### config.mk
export PLATFORM = sky130hd
export DESIGN_NAME = eau_unit
export DESIGN_NICKNAME = d
export VERILOG_FILES = /design/src/logic/eau_pkg.sv /design/src/logic/eau_addr_calc.sv /design/src/logic/eau_auto_adj.sv /design/src/logic/eau_unit.sv
export SDC_FILE = /design/constraint.sdc
export NUM_CORES = 1
export LEC_CHECK = 0
export ABC_AREA = 1
export BUFFER_PORTS_ARGS = -buffer_cell sky130_fd_sc_hd__buf_2
export CAP_MARGIN = 0
export CORE_MARGIN = 3
export CORE_UTILIZATION = 35
export DETAILED_ROUTE_END_ITERATION = 16
export GPL_ROUTABILITY_DRIVEN = 1
export PLACE_DENSITY = 0.64
export SETUP_SLACK_MARGIN = 0.1
export SLEW_MARGIN = 20
export SYNTH_ARGS = -nofsm -noshare
export SYNTH_HDL_FRONTEND = slang
export SYNTH_SLANG_ARGS = --single-unit
### constraint.sdc
create_clock -name clk_sys -period 4.13 [get_ports clk_sys]
set_input_delay 0.413 -clock clk_sys [delete_from_list [all_inputs] [get_ports clk_sys]]
set_output_delay 0.413 -clock clk_sys [all_outputs]
set_load 0.05 [all_outputs]
### src/logic/eau_pkg.sv
// package of constants and carriers for the effective address unit
// Function
// - address comes from instruction bits 5..15, bit 0 being msb
// - bit 5 is indirect; bits 6..7 pick absolute, pc, index a, index b
// - non-absolute modes sign-extend the 8-bit displacement, -128..+127
// - absolute mode zero-extends displacement, reaching page zero only
// - pc relative address is pc plus signed displacement
// - first indexed mode adds signed displacement to index_accum_a
// - second indexed mode adds signed displacement to index_accum_b
// - indirect clear uses address directly, set fetches pointer
// - all address sums wrap to 15 bits
// - pointer bit 0 zero ends chain, one fetches bits 1..15 again
// - counter cleared at start, plus two per fetch, three for auto locations
// - counter above 17 before resolution halts the processor
// - octal 020..027 pointer increments, writes back, uses new value
// - octal 030..037 pointer decrements, writes back, uses new value
// - auto locations decide continuation on bit 0 before update
// - addresses and pc are 15 bits, words and accumulators 16 bits
package eau_pkg;

  // ---------------------------------------------------------------
  // widths and field positions (bit 0 is msb, so lsb index = 15 - n)
  // ---------------------------------------------------------------
  localparam int ADDR_W = 15;
  localparam int WORD_W = 16;
  localparam int DISP_W = 8;
  localparam int IND_POS = 10;    // instruction bit 5
  localparam int MODE_HI = 9;     // instruction bit 6
  localparam int MODE_LO = 8;     // instruction bit 7
  localparam int PTR_FLAG_POS = 15; // word bit 0

  // ---------------------------------------------------------------
  // modes, ranges and counter figures
  // ---------------------------------------------------------------
  localparam logic [1:0] MODE_ABS = 2'h0;
  localparam logic [1:0] MODE_PC = 2'h1;
  localparam logic [1:0] MODE_IDXA = 2'h2;
  localparam logic [1:0] MODE_IDXB = 2'h3;
  localparam logic [ADDR_W-1:0] AUTO_INC_LO = 15'h0010; // octal 020
  localparam logic [ADDR_W-1:0] AUTO_INC_HI = 15'h0017; // octal 027
  localparam logic [ADDR_W-1:0] AUTO_DEC_LO = 15'h0018; // octal 030
  localparam logic [ADDR_W-1:0] AUTO_DEC_HI = 15'h001F; // octal 037
  localparam int CNT_W = 5;
  localparam logic [CNT_W-1:0] CNT_STEP = 5'h02;
  localparam logic [CNT_W-1:0] CNT_STEP_AUTO = 5'h03;
  localparam logic [CNT_W-1:0] CNT_LIMIT = 5'h11;  // 17
  localparam logic [WORD_W-1:0] WORD_ONE = 16'h0001;

  typedef enum {EauIdle, EauRead, EauWait, EauWrite, EauHalt} eau_state_e;

  // request from the sequencer
  typedef struct packed {
    logic [WORD_W-1:0] instr;
    logic [ADDR_W-1:0] pc;
    logic [WORD_W-1:0] accA;
    logic [WORD_W-1:0] accB;
  } eau_req_s;

  // memory cycle issued by the unit
  typedef struct packed {
    logic rd;
    logic wr;
    logic [ADDR_W-1:0] addr;
    logic [WORD_W-1:0] wdata;
  } eau_mem_s;

endpackage

### src/logic/eau_addr_calc.sv
// combinational address former for one instruction word
`timescale 1ns/1ps
`default_nettype none
module eau_addr_calc (
  // instruction context
  input wire eau_pkg::eau_req_s req,
  // formed address
  output logic [eau_pkg::ADDR_W-1:0] addr,
  output logic indirect
);
  import eau_pkg::*;

  // sign or zero extend the displacement to address width
  function automatic logic [ADDR_W-1:0] extDisp(input logic [DISP_W-1:0] d, input logic sgn);
    extDisp = sgn ? {{(ADDR_W-DISP_W){d[DISP_W-1]}}, d} : {{(ADDR_W-DISP_W){1'b0}}, d};
  endfunction

  logic [1:0] mode;
  logic [ADDR_W-1:0] disp;
  assign mode = req.instr[MODE_HI:MODE_LO];
  assign indirect = req.instr[IND_POS];
  assign disp = extDisp(req.instr[DISP_W-1:0], mode != MODE_ABS);

  // sums keep only 15 bits, the carry simply falls off
  always_comb begin
    case (mode)
      MODE_ABS: addr = disp;
      MODE_PC: addr = req.pc + disp;
      MODE_IDXA: addr = req.accA[ADDR_W-1:0] + disp;
      MODE_IDXB: addr = req.accB[ADDR_W-1:0] + disp;
      default: addr = disp;
    endcase
  end
endmodule // eau_addr_calc
`default_nettype wire

### src/logic/eau_auto_adj.sv
// adjusts a fetched pointer word for auto increment and decrement locations
`timescale 1ns/1ps
`default_nettype none
module eau_auto_adj (
  // fetched word and its location
  input wire logic [eau_pkg::ADDR_W-1:0] loc,
  input wire logic [eau_pkg::WORD_W-1:0] word,
  // adjusted result
  output logic [eau_pkg::WORD_W-1:0] adjWord,
  output logic isAuto
);
  import eau_pkg::*;

  logic isInc;
  logic isDec;
  assign isInc = (loc >= AUTO_INC_LO) && (loc <= AUTO_INC_HI);
  assign isDec = (loc >= AUTO_DEC_LO) && (loc <= AUTO_DEC_HI);
  assign isAuto = isInc | isDec;

  // full 16-bit arithmetic, bit 0 included
  always_comb begin
    if (isInc) begin
      adjWord = word + WORD_ONE;
    end else if (isDec) begin
      adjWord = word - WORD_ONE;
    end else begin
      adjWord = word;
    end
  end
endmodule // eau_auto_adj
`default_nettype wire

### src/logic/eau_unit.sv
// effective address unit: mode decode, indirection chain, auto update, runaway halt
`timescale 1ns/1ps
`default_nettype none
module eau_unit (
  // clock and reset
  input wire logic clk_sys,
  input wire logic rst,
  // request from the sequencer
  input wire logic start,
  input wire eau_pkg::eau_req_s req,
  input wire logic contCmd,
  // result
  output logic done,
  output logic [eau_pkg::ADDR_W-1:0] effAddr,
  output logic halted,
  output logic busy,
  // memory port
  output var eau_pkg::eau_mem_s mem,
  input wire logic memAck,
  input wire logic [eau_pkg::WORD_W-1:0] memRdata
);
  import eau_pkg::*;

  // ---------------------------------------------------------------
  // datapath pieces
  // ---------------------------------------------------------------
  logic [ADDR_W-1:0] calcAddr;
  logic calcInd;
  logic [WORD_W-1:0] adjWord;
  logic isAuto;
  eau_state_e state_reg;
  logic [ADDR_W-1:0] ptr_reg;
  logic [CNT_W-1:0] cnt_reg;
  logic [CNT_W-1:0] cnt_next;
  logic [WORD_W-1:0] wb_reg;
  logic [ADDR_W-1:0] effAddr_reg;
  logic done_reg;
  logic rdWord0;

  eau_addr_calc calc (
    .req(req),
    .addr(calcAddr),
    .indirect(calcInd)
  );

  eau_auto_adj adj (
    .loc(ptr_reg),
    .word(memRdata),
    .adjWord(adjWord),
    .isAuto(isAuto)
  );

  // all-ones from absent memory is just another word, no special case
  assign rdWord0 = memRdata[PTR_FLAG_POS]; // pre-update flag decides
  assign cnt_next = cnt_reg + (isAuto ? CNT_STEP_AUTO : CNT_STEP);

  // ---------------------------------------------------------------
  // sequencer
  // ---------------------------------------------------------------
  // read is held until acknowledged; write-back follows an auto location
  always_ff @(posedge clk_sys) begin
    if (rst) begin
      state_reg <= EauIdle;
    end else begin
      case (state_reg)
        EauIdle: begin
          if (start && calcInd) begin
            state_reg <= EauRead;
          end
        end
        EauRead: begin
          if (memAck) begin
            if (cnt_next > CNT_LIMIT) begin
              state_reg <= EauHalt;
            end else if (isAuto) begin
              state_reg <= EauWrite;
            end else if (!rdWord0) begin
              state_reg <= EauIdle;
            end
          end
        end
        EauWrite: begin
          if (memAck) begin
            state_reg <= wb_reg[PTR_FLAG_POS] ? EauRead : EauIdle;
          end
        end
        EauHalt: begin
          if (contCmd) begin
            state_reg <= EauIdle;
          end
        end
        default: state_reg <= EauIdle;
      endcase
    end
  end

  // pointer, counter and write-back word
  always_ff @(posedge clk_sys) begin
    if (rst) begin
      ptr_reg <= '0;
      cnt_reg <= '0;
      wb_reg <= '0;
    end else if (state_reg == EauIdle && start) begin
      ptr_reg <= calcAddr;
      cnt_reg <= '0;
    end else if (state_reg == EauRead && memAck) begin
      cnt_reg <= cnt_next;
      wb_reg <= {rdWord0, adjWord[ADDR_W-1:0]};
      if (!isAuto) begin
        ptr_reg <= memRdata[ADDR_W-1:0];
      end
    end else if (state_reg == EauWrite && memAck) begin
      ptr_reg <= wb_reg[ADDR_W-1:0]; // new value used as pointer
    end else if (state_reg == EauHalt && contCmd) begin
      cnt_reg <= '0; // an over-limit count must not outlive the halt
    end
  end

  // full updated word kept separately for the memory write
  logic [WORD_W-1:0] wdata_reg;
  always_ff @(posedge clk_sys) begin
    if (rst) begin
      wdata_reg <= '0;
    end else if (state_reg == EauRead && memAck) begin
      wdata_reg <= adjWord;
    end
  end

  // result register and its completion pulse
  always_ff @(posedge clk_sys) begin
    if (rst) begin
      effAddr_reg <= '0;
      done_reg <= 1'b0;
    end else begin
      done_reg <= 1'b0;
      if (state_reg == EauIdle && start && !calcInd) begin
        effAddr_reg <= calcAddr;
        done_reg <= 1'b1;
      end else if (state_reg == EauRead && memAck && !isAuto && !rdWord0
                   && !(cnt_next > CNT_LIMIT)) begin
        effAddr_reg <= memRdata[ADDR_W-1:0];
        done_reg <= 1'b1;
      end else if (state_reg == EauWrite && memAck && !wb_reg[PTR_FLAG_POS]) begin
        effAddr_reg <= wb_reg[ADDR_W-1:0];
        done_reg <= 1'b1;
      end
    end
  end

  // ---------------------------------------------------------------
  // outputs
  // ---------------------------------------------------------------
  assign done = done_reg;
  assign effAddr = effAddr_reg;
  assign halted = (state_reg == EauHalt);
  assign busy = (state_reg != EauIdle);
  // halted state issues nothing on the memory port
  assign mem.rd = (state_reg == EauRead);
  assign mem.wr = (state_reg == EauWrite);
  assign mem.addr = ptr_reg;
  assign mem.wdata = wdata_reg;
endmodule // eau_unit
`default_nettype wire

==> flow_summary_export.csv <==
group,metric,value,unit
grt,first_global_vias,5796,
sta,post-route-min-period,3.15,ns
route,via_per_inst,4.88,
sta,worst_pin_slew,0.990,ns
power,cell_internal_power,0.00144,W
route,antenna_left,0,
grt,grt_pass1_wl,29200,um
sta,hold_viol_final,0,
worst_setup_path,worst-r2r-setup-slack,0.98,ns
worst_setup_path,reg2reg_from,"ptr_reg[9]",
sta,slew-limit-headroom,33.9,%
power,comb_power_share,34.5,%
synth,synth-seq-cells,71,
run,maxCapViolations,0,
place,dpl.hpwl,14200,um
layout,nFillCells,1797,
die,num_rows,46,
synth,syn_nets,1089,
route,dr.first_iter.drc_count,397,
place,place_congestion,0.914,
power,power.clock.fraction,32.6,%
die,floorplan.die_area,18300,sq um
worst_setup_path,cp_max_fo,12,
synth,synth_enable_flop_cells,0,
synth,synth.avg_cell_area,5.92,sq um
die,core_region_area,16100,sq um
power,power.switching,0.000904,W
worst_setup_path,setup.worst_path.start,"ptr_reg[9]",
worst_setup_path,crit_arrival,3.38,ns
die,io-pin-count,135,
worst_setup_path,cp_capture_type,"register",
route,top_layer_used,"met4",
sta,max_freq,317,MHz
place,placed_cell_area,6550,sq um
sta,finalMaxSlewViolations,0,
route,detailroute.wirelength.met2,8430,um
route,routedWlPerCell,13.8,um
synth,post_synth_instance_area,5830,sq um
power,power-per-cell-area,343,nW/um^2
worst_setup_path,critPathRequiredTime,4.35,ns
route,totalWireLength,18100,um
synth,warnings_from_yosys,0,
grt,grt.overflow.total,0,
sta,final.period_utilization,76.3,%
worst_setup_path,reg2regPathDepth,18,
sta,setup_viol,0,
cts,clock_tree_from_tritoncts,"built",
cts,cts-hold-fix-buffers,0,
power,power.share.switching,38.6,%
die,initial_utilization,36.2,%
route,m1WireLength,8530,um
power,vdd.ir_drop.worst,0.223,mV
cts,clock_sink_count,71,
worst_setup_path,startpoint_type,"register",
min_path,timing.hold.worst.start,"contCmd",
sta,whs,0.396,ns
worst_setup_path,timing_worst_setup_path_type,"register to register",
cts,reg_clk_slew_reported_paths,0.06,ns
route,drt-pass1-iter-count,6,
layout,layout-drive-gt1-share,16.7,%
sta,unrepaired_setup_endpoints_after_global_routing,"false",
cts,clockRootBuffer,"sky130_fd_sc_hd__clkbuf_16",
power,power_leakage,3.64,nW
layout,final_net_count,1191,
place,post-place-cells,1293,
layout,stdcell_area,6840,sq um
die,die_height,135,um
place,pre_cts_ws,0.915,ns
cts,clock_tree.buffer_depth,2,
synth,ys_async_sr_fraction,0,%
route,routed-via-count,6383,
sta,setup_tns,0,ns
cts,cts-buffers-inserted,9,
sta,worst_clock_skew,0.00811,ns
layout,area_taken_by_multi_input_logic_gates,3640,sq um
min_path,worst_hold_path.num_cells,4,
synth,seq_area_frac_synth,24.4,%
power,p_seq_share,32.9,%
grt,maximum_number_of_pins_on_one_net_before_global_route_repair,50,
layout,area_growth,17.2,%
cts,post_cts_resize_count,0,
layout,antennaDiodeCount,0,
grt,gr-usage-all-layers,19.6,%
synth,syn_inst,986,
cts,cts_setup_buffers,0,
cts,cts_htree_levels,3,
synth,yosysUniqueCellTypes,39,
synth,postSynth.topFlopCell,"sky130_fd_sc_hd__dfxtp_1",
cts,clock_insertion_delay_at_the_later_pin_of_the_skew_report,0.34,ns
place,place.port_buffers,127,
route,drcViolationCount,0,
route,met3_length,947,um
min_path,min_path_type,"input port to register",
die,overall_die_width,135,um
outcome,run_status,"complete, no violations",
layout,seq_area,1420,sq um
layout,finalNonFillerCells,1309,
grt,grt_antenna_before_repair,0,
sta,worst_slack_setup_final,0.977,ns
## power groups by stage
stage                     registers (W)  clock network (W)  logic (W)
after global routing           0.000775           0.000807   0.000908
after detailed placement       0.000783                  0   0.000806
after floorplan                0.000907                  0   0.000480
after global placement         0.000782                  0   0.000799
after CTS                      0.000769           0.000774   0.000810
final                          0.000770           0.000763   0.000809
## cells in the mapped netlist, drive strengths merged, types with 15 or more instances
| master | count | area (sq um) |
|---|---|---|
| nand2 | 290 | 1130 |
| inv | 152 | 571 |
| nor2 | 116 | 478 |
| nand3 | 95 | 495 |
| dfxtp | 71 | 1420 |
| a21oi | 48 | 274 |
| o21ai | 46 | 230 |
| buf | 23 | 148 |
| xor2 | 23 | 201 |
| nor3 | 22 | 110 |
| ha | 18 | 225 |
| o211ai | 16 | 120 |
| nand4 | 15 | 93.8 |
| o22ai | 15 | 93.8 |
## critical path, stage by stage, from the launching register on
cell	delay, ns
sky130_fd_sc_hd__dfxtp_1	0.33
sky130_fd_sc_hd__nor2_1	0.26
sky130_fd_sc_hd__nand2_1	0.11
sky130_fd_sc_hd__nor2_2	0.14
sky130_fd_sc_hd__nand3_2	0.15
sky130_fd_sc_hd__nand2_4	0.16
sky130_fd_sc_hd__ha_1	0.16
sky130_fd_sc_hd__inv_1	0.05
sky130_fd_sc_hd__ha_1	0.19
sky130_fd_sc_hd__nand2_1	0.07
sky130_fd_sc_hd__nand2_1	0.08
sky130_fd_sc_hd__nor2_2	0.11
sky130_fd_sc_hd__nand3_2	0.13
sky130_fd_sc_hd__nand2_1	0.11
sky130_fd_sc_hd__nand2_1	0.06
sky130_fd_sc_hd__nor2_2	0.46
sky130_fd_sc_hd__nor2_2	0.19
sky130_fd_sc_hd__nor2_1	0.18
sky130_fd_sc_hd__a21oi_1	0.08
## layer usage
layer  GRT usage [%]  vias up
met1            27.0     2859
met2            32.4      153
met4            4.37        0
li1                -     3354
met3            3.13       17
met5               0        -
## area by class of cell
type	instances	area share, %
flip-flops and latches	71	20.8
repair buffers	128	9.41
clock inverters	6	0.897
inverters	153	8.40
multi-input cells	725	53.2
well taps	216	3.95
clock buffers	10	3.35
## worst paths after layout
check	to
hold reg to reg	cnt_reg[1]
setup reg to reg	effAddr[8]
setup / recovery	effAddr[8]
hold / removal	state_reg[2]
## cell usage in the layout (no fill, tap or decap), types with 6 or more instances in the layout
| cell | n |
|---|---|
| sky130_fd_sc_hd__o211ai_1 | 16 |
| sky130_fd_sc_hd__nand3_1 | 91 |
| sky130_fd_sc_hd__o22ai_1 | 15 |
| sky130_fd_sc_hd__dfxtp_1 | 71 |
| sky130_fd_sc_hd__inv_1 | 146 |
| sky130_fd_sc_hd__nor3_1 | 22 |
| sky130_fd_sc_hd__nand2_1 | 282 |
| sky130_fd_sc_hd__nor2_1 | 105 |
| sky130_fd_sc_hd__clkbuf_16 | 9 |
| sky130_fd_sc_hd__buf_2 | 127 |
| sky130_fd_sc_hd__nand4_1 | 15 |
| sky130_fd_sc_hd__ha_1 | 18 |
| sky130_fd_sc_hd__a21oi_1 | 41 |
| sky130_fd_sc_hd__a31oi_1 | 9 |
| sky130_fd_sc_hd__o21ai_1 | 13 |
| sky130_fd_sc_hd__a21oi_2 | 6 |
| sky130_fd_sc_hd__inv_2 | 6 |
| sky130_fd_sc_hd__xor2_1 | 23 |
| sky130_fd_sc_hd__o21ai_0 | 33 |
| sky130_fd_sc_hd__nor2_2 | 8 |
## per-stage QoR
step | power, W | utilization [%]
CTS | 0.00235 | 42.4
global route | 0.00249 | 42.4
floorplan | 0.00139 | -
detailed placement | 0.00159 | 40.6
global placement | 0.00158 | 40.6
finish | 0.00234 | 42.4
## cell families (layout without fill, tap and decap cells)
group | count (synthesis) | after routing | synth area share [%]
AOI/OAI and AO/OA | 136 | 136 | 13.5
xor gates and xnor gates | 25 | 25 | 4.08
adders and majority gates | 19 | 19 | 4.20
buffers and inverters | 190 | 297 | 13.3
DFF | 71 | 71 | 24.4
muxes | 2 | 2 | 0.343
and+or+nand+nor | 543 | 543 | 40.2
Power figures use the tool's default switching activity.
